**src/pkg/dma_request_throttle_map.vh**
```
// Register map, field layout, reset values and sizes of the DMA request throttle
`ifndef DMA_REQUEST_THROTTLE_MAP_VH
`define DMA_REQUEST_THROTTLE_MAP_VH

// Byte addresses on the register bus
`define DRT_CONTROL_ADDR      4'h0
`define DRT_STATUS_ADDR       4'h4
`define DRT_ADDR_W            4

// Control register field positions
`define DRT_STALL_BIT         8
`define DRT_PRIO_HI           5
`define DRT_PRIO_LO           4
`define DRT_LIMIT_HI          3
`define DRT_LIMIT_LO          0

// Reset values of the control fields
`define DRT_STALL_RESET       1'h0
`define DRT_PRIO_RESET        2'h2
`define DRT_LIMIT_RESET       4'h4

// Queue priority codes
`define DRT_PRIO_URGENT       2'h0
`define DRT_PRIO_HIGH         2'h1
`define DRT_PRIO_MEDIUM       2'h2
`define DRT_PRIO_LOW          2'h3

// Mask of writable control bits
`define DRT_CONTROL_MASK      32'h0000013F

// AXI response codes
`define DRT_RESP_OKAY         2'h0
`define DRT_RESP_SLVERR       2'h2

`endif

```
**src/hw/dma_request_throttle.v**
```verilog
// DMA request throttle: AXI4-Lite control register and request gating
//
// Chosen here: the AXI4-Lite register port and the register offsets.
`include "dma_request_throttle_map.vh"

module dma_request_throttle (
  input  wire        clk_sys,         // System clock, 50 MHz
  input  wire        rst_b,           // Synchronous reset, active low
  // AXI4-Lite slave
  input  wire [3:0]  s_axi_awaddr,    // Write address
  input  wire        s_axi_awvalid,   // Write address valid
  output wire        s_axi_awready,   // Write address ready
  input  wire [31:0] s_axi_wdata,     // Write data
  input  wire [3:0]  s_axi_wstrb,     // Write byte strobes
  input  wire        s_axi_wvalid,    // Write data valid
  output wire        s_axi_wready,    // Write data ready
  output reg  [1:0]  s_axi_bresp,     // Write response
  output reg         s_axi_bvalid,    // Write response valid
  input  wire        s_axi_bready,    // Write response ready
  input  wire [3:0]  s_axi_araddr,    // Read address
  input  wire        s_axi_arvalid,   // Read address valid
  output wire        s_axi_arready,   // Read address ready
  output reg  [31:0] s_axi_rdata,     // Read data
  output reg  [1:0]  s_axi_rresp,     // Read response
  output reg         s_axi_rvalid,    // Read data valid
  input  wire        s_axi_rready,    // Read data ready
  // Transfer engine side
  input  wire        engine_req,      // Engine has a request to submit
  output wire        engine_ack,      // Request accepted this cycle
  // Enhanced DMA controller side
  output wire        dma_req_valid,   // Request toward the controller
  input  wire        dma_req_ready,   // Controller takes the request
  output wire [1:0]  dma_req_queue,   // Queue receiving the request
  input  wire        dma_req_done,    // One earlier request completed
  output wire        request_stall,   // Stall bit as programmed
  output wire [3:0]  outstanding_limit, // Limit as programmed
  output wire [1:0]  queue_priority   // Priority selector as programmed
);

  ////////////////////////////////////////////////////////////////////////////
  // Control state

  reg        stall;          // Stall bit
  reg [1:0]  prio;           // Queue selector
  reg [3:0]  limit;          // Outstanding limit
  wire [4:0] count;          // Outstanding now
  wire       at_limit;       // Ceiling reached

  // Bus capture state
  reg        aw_held;        // Write address captured
  reg [3:0]  aw_addr;        // Captured write address
  reg        w_held;         // Write data captured
  reg [31:0] w_data;         // Captured write data
  reg [3:0]  w_strb;         // Captured strobes

  // Register addresses held at full width so the word index can be sliced
  // out directly; comparing a shifted four-bit constant against a two-bit
  // field would silently pad one side
  localparam [3:0] CONTROL_ADDR = `DRT_CONTROL_ADDR;  // Control word
  localparam [3:0] STATUS_ADDR  = `DRT_STATUS_ADDR;   // Status word
  localparam [1:0] CONTROL_IDX  = CONTROL_ADDR[3:2];  // Control word index
  localparam [1:0] STATUS_IDX   = STATUS_ADDR[3:2];   // Status word index

  // Decode used by both read and write paths; the low two address bits are
  // ignored, so every access is taken as one aligned word
  function is_control;
    input [3:0] addr;
    begin
      is_control = (addr[3:2] == CONTROL_IDX);
    end
  endfunction

  function is_status;
    input [3:0] addr;
    begin
      is_status = (addr[3:2] == STATUS_IDX);
    end
  endfunction

  ////////////////////////////////////////////////////////////////////////////
  // Request gating

  // Nothing new goes out while stalled or at the ceiling; a request already
  // offered may drop if stall rises, which only cancels an offer never taken
  assign dma_req_valid = engine_req && !stall && !at_limit;
  assign engine_ack    = dma_req_valid && dma_req_ready;
  assign dma_req_queue = prio;

  assign request_stall     = stall;
  assign outstanding_limit = limit;
  assign queue_priority    = prio;

  // Completions keep decrementing under stall, so pending work drains
  outstanding_counter u_count (
    .clk_sys  (clk_sys),
    .rst_b    (rst_b),
    .submit   (engine_ack),
    .complete (dma_req_done),
    .limit    (limit),
    .count    (count),
    .at_limit (at_limit)
  );

  ////////////////////////////////////////////////////////////////////////////
  // Write channel

  // Timing of a write, as a master sees it:
  //   edge 0  the later of address and data is captured
  //   edge 1  both halves present, register updated, response raised
  //   edge n  response taken with bready, both readies come back
  // Only one write is ever in flight; a second address or data beat is
  // refused until the response has been taken. This costs two cycles per
  // write against a fully pipelined slave, which control traffic never
  // notices, and keeps the capture logic to two flags.
  //
  // Address and data are taken independently, one each until answered
  assign s_axi_awready = !aw_held && !s_axi_bvalid;
  assign s_axi_wready  = !w_held && !s_axi_bvalid;

  wire do_write = aw_held && w_held;  // Both halves present

  // Capture address and data in either order
  always @(posedge clk_sys) begin
    if (!rst_b) begin
      aw_held <= 1'b0;
      aw_addr <= 4'h0;
      w_held  <= 1'b0;
      w_data  <= 32'h00000000;
      w_strb  <= 4'h0;
    end else if (do_write) begin
      aw_held <= 1'b0;
      w_held  <= 1'b0;
    end else begin
      if (s_axi_awvalid && s_axi_awready) begin
        aw_held <= 1'b1;
        aw_addr <= s_axi_awaddr;
      end
      if (s_axi_wvalid && s_axi_wready) begin
        w_held <= 1'b1;
        w_data <= s_axi_wdata;
        w_strb <= s_axi_wstrb;
      end
    end
  end

  // Register update and write response
  always @(posedge clk_sys) begin
    if (!rst_b) begin
      stall        <= `DRT_STALL_RESET;
      prio         <= `DRT_PRIO_RESET;
      limit        <= `DRT_LIMIT_RESET;
      s_axi_bvalid <= 1'b0;
      s_axi_bresp  <= `DRT_RESP_OKAY;
    end else begin
      if (s_axi_bvalid && s_axi_bready) begin
        s_axi_bvalid <= 1'b0;
      end
      if (do_write) begin
        s_axi_bvalid <= 1'b1;
        if (is_control(aw_addr)) begin
          s_axi_bresp <= `DRT_RESP_OKAY;
          // Only bits 8 and 5..0 are stored; the rest are dropped
          if (w_strb[1]) begin
            stall <= w_data[`DRT_STALL_BIT];
          end
          if (w_strb[0]) begin
            prio  <= w_data[`DRT_PRIO_HI:`DRT_PRIO_LO];
            // Zero is reserved; software must not write it, and the
            // stored zero would simply block all new requests
            limit <= w_data[`DRT_LIMIT_HI:`DRT_LIMIT_LO];
          end
        end else if (is_status(aw_addr)) begin
          s_axi_bresp <= `DRT_RESP_OKAY;  // Status is read-only
        end else begin
          s_axi_bresp <= `DRT_RESP_SLVERR;
        end
      end
    end
  end

  ////////////////////////////////////////////////////////////////////////////
  // Read channel

  assign s_axi_arready = !s_axi_rvalid;

  // Read data register; reserved bits come back as zero
  always @(posedge clk_sys) begin
    if (!rst_b) begin
      s_axi_rvalid <= 1'b0;
      s_axi_rdata  <= 32'h00000000;
      s_axi_rresp  <= `DRT_RESP_OKAY;
    end else if (s_axi_arvalid && s_axi_arready) begin
      s_axi_rvalid <= 1'b1;
      if (is_control(s_axi_araddr)) begin
        s_axi_rdata <= {23'h000000, stall, 2'h0, prio, limit};
        s_axi_rresp <= `DRT_RESP_OKAY;
      end else if (is_status(s_axi_araddr)) begin
        // Live outstanding count and ceiling flag
        s_axi_rdata <= {26'h0000000, at_limit, count};
        s_axi_rresp <= `DRT_RESP_OKAY;
      end else begin
        s_axi_rdata <= 32'h00000000;
        s_axi_rresp <= `DRT_RESP_SLVERR;
      end
    end else if (s_axi_rvalid && s_axi_rready) begin
      s_axi_rvalid <= 1'b0;
    end
  end

endmodule // dma_request_throttle

```
**src/hw/outstanding_counter.v**
```verilog
// Counter of requests submitted but not yet completed, with limit check
module outstanding_counter (
  input  wire       clk_sys,   // System clock
  input  wire       rst_b,     // Synchronous reset, active low
  input  wire       submit,    // A request is handed over this cycle
  input  wire       complete,  // The controller reports one request done
  input  wire [3:0] limit,     // Programmed ceiling
  output reg  [4:0] count,     // Requests outstanding now
  output wire       at_limit   // No further request may go out
);

  // Count is five bits so a lowered limit below count never wraps
  always @(posedge clk_sys) begin
    if (!rst_b) begin
      count <= 5'h00;
    end else if (submit && !complete) begin
      count <= count + 5'h01;
    end else if (complete && !submit && (count != 5'h00)) begin
      count <= count - 5'h01;
    end
  end

  // Compare as greater-or-equal, since the limit may drop while busy
  assign at_limit = (count >= {1'b0, limit});

endmodule // outstanding_counter

```
**config.mk**
```make
export PLATFORM = sky130hd
export DESIGN_NAME = dma_request_throttle
export DESIGN_NICKNAME = d
export VERILOG_FILES = /design/src/hw/dma_request_throttle.v /design/src/hw/outstanding_counter.v
export VERILOG_INCLUDE_DIRS = /design/src /design/src/pkg
export SDC_FILE = /design/constraint.sdc
export NUM_CORES = 1
export LEC_CHECK = 0
export BUFFER_PORTS_ARGS = -buffer_cell sky130_fd_sc_hd__buf_4
export CAP_MARGIN = 20
export CORE_ASPECT_RATIO = 2
export CORE_MARGIN = 1.5
export CORE_UTILIZATION = 40
export CTS_BUF_LIST = sky130_fd_sc_hd__clkbuf_4 sky130_fd_sc_hd__clkbuf_8
export DETAILED_ROUTE_END_ITERATION = 16
export PLACE_DENSITY = 0.73
export SYNTH_ARGS = -nofsm -noshare
export SYNTH_HDL_FRONTEND = slang
export SYNTH_SLANG_ARGS = --single-unit
```
**constraint.sdc**
```tcl
create_clock -name clk_sys -period 7.3 [get_ports clk_sys]
set_input_delay 1.095 -clock clk_sys [delete_from_list [all_inputs] [get_ports clk_sys]]
set_output_delay 1.095 -clock clk_sys [all_outputs]
set_load 0.01 [all_outputs]
```
==> metrics.txt, run 1 <==
post-place instance area 2160 um^2; Final GP Congestion 0.789; Final setup viols 0; Synth top area share 38.0%; share of cells above drive strength 1 22.7%; Seq cells post-synth 36; slack of the critical path 4360 ps; CTS tree built; RSZ-0062 raised after global routing false; Slew Limit Fails 0; r2r setup slk 4440 ps; H-tree depth 2; core box area 4600 um^2; largest net degree at the start of global routing 32; top cells by area, synth dfxtp_1 (38%), buf_4 (11%), nand2_1 (7.7%); final hold violations 0; leading area contributor after synthesis dfxtp_1; CP top delay family compound AO/OA/AOI/OAI gates; Clock Skews 2.85 ps; Setup Buffers After CTS 0; IO Count 106; CP max stage delay 410 ps; Nets 334; Area Overhead vs Synth 20.4%; die area 5190 um^2; Root Buffer clkbuf_8; count leader, synth nand2_1; CTS Buffer Depth 2; Mapped Cells 230; Finished Cell Area 2280 um^2; Int Power 430 uW; GRT Total Usage 15.7%; Starting Density 41.3%; CP endpoint kind output pin; critical path cell sequence inv_1 > ha_1 > a21oi_1 > o221a_4 > nand2_1 > nor2_1 > buf_4; Power Dens Cells 268 nW/um^2; worst hold-check path type reg -> reg; commonest cells in the synthesized netlist nand2_1 (39), dfxtp_1 (36), buf_4 (29); Clk Latency, worst-skew pair 280 ps; clock power share 30.5%; setup TNS 0 ps; via count 1571; drt wl/cell 11.3 um; top_reg_cell synth dfxtp_1; Psw 182 uW; CTS buffer count 5; Peak VDD IR 0.000189 V; total power 612 uW; Pleak 1.08 nW; cts repair resizes 0; Max Freq 340 MHz; count of max-cap constraint violations 0; slowest cell on the critical path dfxtp_1; sequential area share after synthesis 38.0%; GRT overflow 0; CTS sink count 36; number of synthesized flops with an enable pin 0; n_diodes 0; CP bufs+invs 2; CP Max Fanout 4; Setup Crit Path Kind reg -> out; Crit path required time 6200 ps; DRT Pass-1 Iters 4; first-pass GRT wire length 6220 um; ANT nets after route 0; synthesis warning total 0; Setup WS pre-CTS 4370 ps; Residual DRC 0; synth unique cells 35; die width 51.7 um; hold buffer count at CTS 0; Synth async-reset ratio 0%; Chip Height 100 um; part of the power in registers 39.1%; slew of the pin with the lowest slew margin 911 ps; status complete, no violations; I/O Buffers 47; initial antenna violation count 0; 1st-iter DRT viols 33; startpoint types register; Mean Syn Cell Area 8.25 um^2; Comb power frac 30.4%; Final Cycle Share 40.3%; arrival time at the worst endpoint 1850 ps; Sw Ratio 29.8%; Synth Cell Area 1900 um^2; # rows 35; Max-Slew Margin vs Limit 39.2%; DRT Wirelength 3720 um; Vias per Instance 4.79; Reg clk slew, reported paths 70 ps; crit path time final 2940 ps; dpl hpwl 2890 um; number of global-route vias before repair 1438
[through the flow]
stage	util, %	instances	hold slack [ps]
finish	49.7	328	457
global route	49.7	328	483
CTS	49.7	328	460
detailed placement	46.9	320	449
global placement	46.9	320	444
floorplan	-	256	436
[worst paths after layout]
kind	to	depth (start not counted)	start
max reg2reg	u_count.count[4]	11	outstanding_limit[2]
min	w_data[4]	2	w_data[4]
max	engine_ack	7	outstanding_limit[2]
min reg2reg	w_data[4]	2	w_data[4]
[cells in the final DEF, fill, tap and decap left out, types with 6 or more instances in the layout]
cell,n
buf_4,47
nand2_1,39
dfxtp_1,36
conb_1,27
nor2_1,23
a21oi_1,22
inv_1,10
nand3_1,9
ha_1,7
clkbuf_8,7
mux2i_1,6
[power groups by stage]
stage	registers, mW	clock network, mW	logic, mW
floorplan	0.237	0	0.156
global placement	0.243	0	0.183
detailed placement	0.244	0	0.188
CTS	0.240	0.192	0.189
global route	0.244	0.199	0.212
finish	0.240	0.187	0.186
[registers in the layout, indices dropped and copies added (netlist names)]
| register | count |
|---|---|
| w_held | 1 |
| s_axi_rdata | 7 |
| w_strb | 2 |
| dma_req_queue | 2 |
| u_count.count | 5 |
| s_axi_rvalid | 1 |
| s_axi_rresp | 1 |
| aw_held | 1 |
| s_axi_bresp | 1 |
| s_axi_bvalid | 1 |
| w_data | 7 |
| outstanding_limit | 4 |
| aw_addr | 2 |
| request_stall | 1 |
[layout make-up]
cell class / count / area [um^2]
Clock inverter: 1 / 30.0
Inverter: 10 / 37.5
Sequential cell: 36 / 721
Clock buffer: 7 / 96.3
Tap cell: 55 / 68.8
Timing Repair Buffer: 47 / 353
Fill cell: 456 / 2310
Multi-Input combinational cell: 172 / 977
[worst reg2reg max path, cell delays in order (launching register included)]
cell and delay [ps]:
dfxtp_1 410, inv_1 80, ha_1 350, a21oi_1 210
o221a_4 250, and3_4 240, inv_1 110, fa_1 410
a21o_1 180, a21o_1 190, o211a_1 120, a211o_1 210
[kinds of logic (layout without fill, tap and decap cells)]
kind of cell | after synthesis | count (layout) | share of synthesized area (%)
AOI/OAI and AO/OA | 43 | 43 | 14.8
xor gates and xnor gates | 2 | 2 | 0.924
adders and majority gates | 8 | 8 | 5.67
buffers and inverters | 48 | 65 | 15.6
other | 1 | 27 | 0.198
and+or+nand+nor | 84 | 84 | 20.4
DFF | 36 | 36 | 38.0
muxes | 8 | 8 | 4.35
[metal layers]
layer	wire length (um)	vias up	track usage [%]
met4	93	0	7.89
met5	0	-	0
li1	-	800	-
met3	182	8	3.27
met1	1390	705	16.7
met2	2050	58	28.0
Power figures use the tool's default switching activity.
==> inputs of run 2 (changes only) <==
--- a/config.mk
+++ b/config.mk
@@ -13,7 +13,7 @@
 export CORE_UTILIZATION = 40
 export CTS_BUF_LIST = sky130_fd_sc_hd__clkbuf_4 sky130_fd_sc_hd__clkbuf_8
 export DETAILED_ROUTE_END_ITERATION = 16
-export PLACE_DENSITY = 0.73
+export PLACE_DENSITY = 0.76
 export SYNTH_ARGS = -nofsm -noshare
 export SYNTH_HDL_FRONTEND = slang
 export SYNTH_SLANG_ARGS = --single-unit
==> constraint.sdc (replaced) <==
create_clock -name clk_sys -period 2.6 [get_ports clk_sys]
set_input_delay 0.39 -clock clk_sys [delete_from_list [all_inputs] [get_ports clk_sys]]
set_output_delay 0.39 -clock clk_sys [all_outputs]
set_load 0.01 [all_outputs]
==> metrics.txt, run 2 (synthesis gave the netlist of run 1 again) <==
Psw 550 uW; Final GP Congestion 0.771; Crit path required time 2780 ps; Final Cycle Share 96.6%; Slew Limit Fails 0; GRT overflow 0; DRT Pass-1 Iters 4; RSZ-0062 raised after global routing false; share of cells above drive strength 1 27.4%; Area Overhead vs Synth 24.5%; Power Dens Cells 741 nW/um^2; Root Buffer clkbuf_8; CP most frequent cell a21o_1; critical path cell sequence inv_1 > ha_4 > nand4b_4 > o221a_4 > and3_4 > inv_2 > ha_1 > a21o_1 > a21o_1 > o211a_1 > a211o_1; Vias per Instance 4.95; CTS buffer count 5; number of global-route vias before repair 1458; largest net degree at the start of global routing 31; arrival time at the worst endpoint 2690 ps; Peak VDD IR 0.000749 V; CP max stage delay 370 ps; drt wl/cell 11.9 um; part of the power in registers 37.0%; CTS Buffer Depth 2; Clock Skews 7.92 ps; CP endpoint kind register; status complete, no violations; CP Max Fanout 4; 1st-iter DRT viols 20; crit path launch outstanding_limit[2]; total power 1.75 mW; core box area 4600 um^2; clock power share 27.8%; worst hold-check path type in -> reg; fin cells 336; cts repair resizes 1; Setup Crit Path Kind reg -> reg; Reg clk slew, reported paths 80 ps; crit path time final 2510 ps; ANT nets after route 0; hold buffer count at CTS 0; CTS sink count 36; most common cell after layout, fill and taps aside buf_4; H-tree depth 2; CTS tree built; Final setup viols 0; dpl hpwl 3160 um; most frequent cells in the layout buf_4 (55), nand2_1 (39), dfxtp_1 (34); HP Start s_axi_rready; Placed Cells 328; DRT Wirelength 4010 um; n_diodes 0; Pleak 1.11 nW; I/O Buffers 47; die area 5190 um^2; final hold violations 0; slowest cell on the critical path dfxtp_2; r2r startpoint outstanding_limit[2]; via count 1664; first-pass GRT wire length 6270 um; Sw Ratio 31.4%; Chip Height 100 um; biggest registers after layout s_axi_rdata (7), w_data (7), u_count.count (5); CP top delay family compound AO/OA/AOI/OAI gates; count of max-cap constraint violations 0; Setup Buffers After CTS 0; # rows 35; Nets 342; GRT Total Usage 16.1%; Starting Density 41.3%; startpoint types register; Clk Latency, worst-skew pair 290 ps; Comb power frac 35.2%; initial antenna violation count 0; IO Count 106; Max Freq 398 MHz; die width 51.7 um; CP bufs+invs 2; Int Power 1.20 mW; Residual DRC 0
-- run 2: cell types whose count changed in the layout (fill, tap and decap cells not counted), sizes merged --
cell      change
clkinvlp      +1
buf           +8
clkbuf        -2
clkinv        +1
-- run 2: through the flow --
step	hold slack, ps	util [%]	instance area (um^2)	setup TNS (ps)	setup slack [ps]
6_report	271	51.4	2360	0	89.6
5_1_grt	263	51.4	2360	0	6.58
4_1_cts	261	51.0	2350	0	5.17
3_5_place_dp	449	48.6	2230	-32.8	-32.8
3_3_place_gp	443	48.6	2230	-5.10	-5.10
2_1_floorplan	436	-	2010	0	13.0
-- run 2: worst reg2reg max path, cell delays in order (launching register included) --
cell      delay, ps
dfxtp_2         370
inv_1            90
ha_4            290
nand4b_4        100
o221a_4         310
and3_4          180
inv_2            90
ha_1            270
a21o_1          190
a21o_1          180
o211a_1         130
a211o_1         210
-- run 2: power groups by stage --
stage | sequential [mW] | combinational (mW) | clock (mW)
2_1_floorplan | 0.669 | 0.448 | 0
6_report | 0.648 | 0.616 | 0.486
3_3_place_gp | 0.657 | 0.592 | 0
5_1_grt | 0.653 | 0.694 | 0.523
3_5_place_dp | 0.659 | 0.611 | 0
4_1_cts | 0.647 | 0.613 | 0.498
-- run 2: path summary, 6_finish.rpt --
check	endpoint	slack (ps)	cells after the start
max	u_count.count[4]	90	11
min	s_axi_rvalid	270	2
max reg2reg	u_count.count[4]	90	11
min reg2reg	w_strb[1]	460	2
-- run 2: area by class of cell --
type,instances,area (um^2)
Clock buffer,5,68.8
Clock inverter,3,42.5
Fill cell,464,2240
Inverter,10,37.5
Multi-Input combinational cell,172,1010
Sequential cell,36,723
Tap cell,55,68.8
Timing Repair Buffer,55,413
-- run 2: per-layer routing --
layer / part of all wire (%) / track usage [%]
met1: 36 / 16.1
met2: 53 / 28.3
met3: 5.0 / 3.57
met4: 5.8 / 11.3
met5: 0 / 0
==> inputs of run 3 (changes only) <==
--- a/config.mk
+++ b/config.mk
@@ -13,7 +13,7 @@
 export CORE_UTILIZATION = 40
 export CTS_BUF_LIST = sky130_fd_sc_hd__clkbuf_4 sky130_fd_sc_hd__clkbuf_8
 export DETAILED_ROUTE_END_ITERATION = 16
-export PLACE_DENSITY = 0.76
+export PLACE_DENSITY_LB_ADDON = 0.1
 export SYNTH_ARGS = -nofsm -noshare
 export SYNTH_HDL_FRONTEND = slang
 export SYNTH_SLANG_ARGS = --single-unit
==> metrics.txt, run 3 (synthesis gave the netlist of run 1 again) <==
1st-iter DRT viols 7; clock power share 22.5%; Peak VDD IR 0.000469 V; setup TNS 0 ps; slew of the pin with the lowest slew margin 511 ps; r2r startpoint outstanding_limit[3]; Max Freq 406 MHz; Power Dens Cells 716 nW/um^2; number of global-route vias before repair 1526; CTS Buffer Depth 2; die width 51.7 um; ANT nets after route 0; share of cells above drive strength 1 27.8%; dpl hpwl 3240 um; DRT Pass-1 Iters 4; CP Max Fanout 4; die area 5190 um^2; largest net degree at the start of global routing 31; startpoint types register; Setup Crit Path Kind reg -> reg; Setup WS pre-CTS 88.6 ps; crit path launch outstanding_limit[3]; CP bufs+invs 2; final hold violations 0; slack of the critical path 139 ps; Final Cycle Share 94.7%; slowest cell on the critical path dfxtp_2; biggest registers after layout s_axi_rdata (7), w_data (7), u_count.count (5); I/O Buffers 47; first-pass GRT wire length 6890 um; Chip Height 100 um; Finished Cell Area 2350 um^2; part of the power in registers 38.3%; Final setup viols 0; H-tree depth 2; Starting Density 41.3%; post-place instance area 2260 um^2; RSZ-0062 raised after global routing false; GRT overflow 0; Int Power 1.13 mW; Clock Skews 6.63 ps; most common cell after layout, fill and taps aside buf_4; Sw Ratio 33.1%; Reg clk slew, reported paths 70 ps; Vias per Instance 4.64; CP top delay family compound AO/OA/AOI/OAI gates; IO Count 106; drt wl/cell 12.0 um; CTS tree built; initial antenna violation count 0; Psw 558 uW; count of max-cap constraint violations 0; CTS sink count 36; total power 1.69 mW; critical path cell sequence inv_1 > ha_1 > nand4b_4 > o221a_4 > and3_4 > inv_2 > ha_1 > a21o_1 > a21o_1 > o211a_1 > a211o_1; Setup Buffers After CTS 0; CP max stage delay 340 ps; worst hold-check path type in -> reg; Final GP Congestion 0.794; CTS buffer count 5; Crit path required time 2770 ps; Area Overhead vs Synth 24.1%; # rows 35; Slew Limit Fails 0; GRT Total Usage 17.7%; crit path time final 2460 ps; Pleak 1.12 nW; most frequent cells in the layout buf_4 (59), nand2_1 (39), dfxtp_1 (35); status complete, no violations; DRT Wirelength 4060 um; Max-Slew Margin vs Limit 65.7%; HP Start s_axi_rready; Root Buffer clkbuf_8; Residual DRC 0; CP endpoint kind register; Nets 346; n_diodes 0; core box area 4600 um^2; arrival time at the worst endpoint 2640 ps; Clk Latency, worst-skew pair 280 ps; Comb power frac 39.2%; via count 1573
-- run 3: worst register-to-register path: stages (launching register included) --
cell and delay (ps):
dfxtp_2 340, inv_1 70, ha_1 330, nand4b_4 110, o221a_4 290, and3_4 170, inv_2 80, ha_1 240
a21o_1 180, a21o_1 200, o211a_1 120, a211o_1 210
-- run 3: repair_timing --
action                                  CTS  global route
hold buffers                              0             0
gates resized for setup                   0             3
endpoints found under the setup margin    0             1
-- run 3: per-stage QoR --
stage	std cells	utilization (%)	hold slack, ps
2_1_floorplan	256	-	436
3_3_place_gp	332	49.3	444
3_5_place_dp	332	49.3	448
4_1_cts	339	51.0	274
5_1_grt	339	51.2	276
6_report	339	51.2	275
-- run 3: layout make-up --
| class | count | area, um^2 |
|---|---|---|
| multi-input cells | 172 | 1000 |
| flip-flops and latches | 36 | 722 |
| repair buffers | 59 | 443 |
| inverters | 10 | 37.5 |
| well taps | 55 | 68.8 |
| clock buffers | 5 | 68.8 |
| fillers | 500 | 2240 |
| clock inverters | 2 | 12.5 |
-- run 3: worst paths after layout --
kind,to,slack (ps),depth (start not counted)
min reg2reg,w_data[8],460,2
max,u_count.count[4],140,11
max reg2reg,u_count.count[4],140,11
min,s_axi_rvalid,280,2
-- run 3: per-layer routing --
layer  GRT usage [%]  share of wire (%)  vias to the layer above
met5               0                  0                        -
met3            2.98                3.5                        7
met2            32.8                 56                       44
li1                -                  -                      820
met1            18.2                 37                      702
met4            9.11                2.7                        0
-- run 3: power groups by stage --
stage                     clock, mW  combinational (mW)  sequential, mW
after global placement            0               0.651           0.658
final                         0.380               0.661           0.646
after floorplan                   0               0.448           0.669
after global routing          0.418               0.740           0.654
after detailed placement          0               0.657           0.658
after CTS                     0.395               0.659           0.645
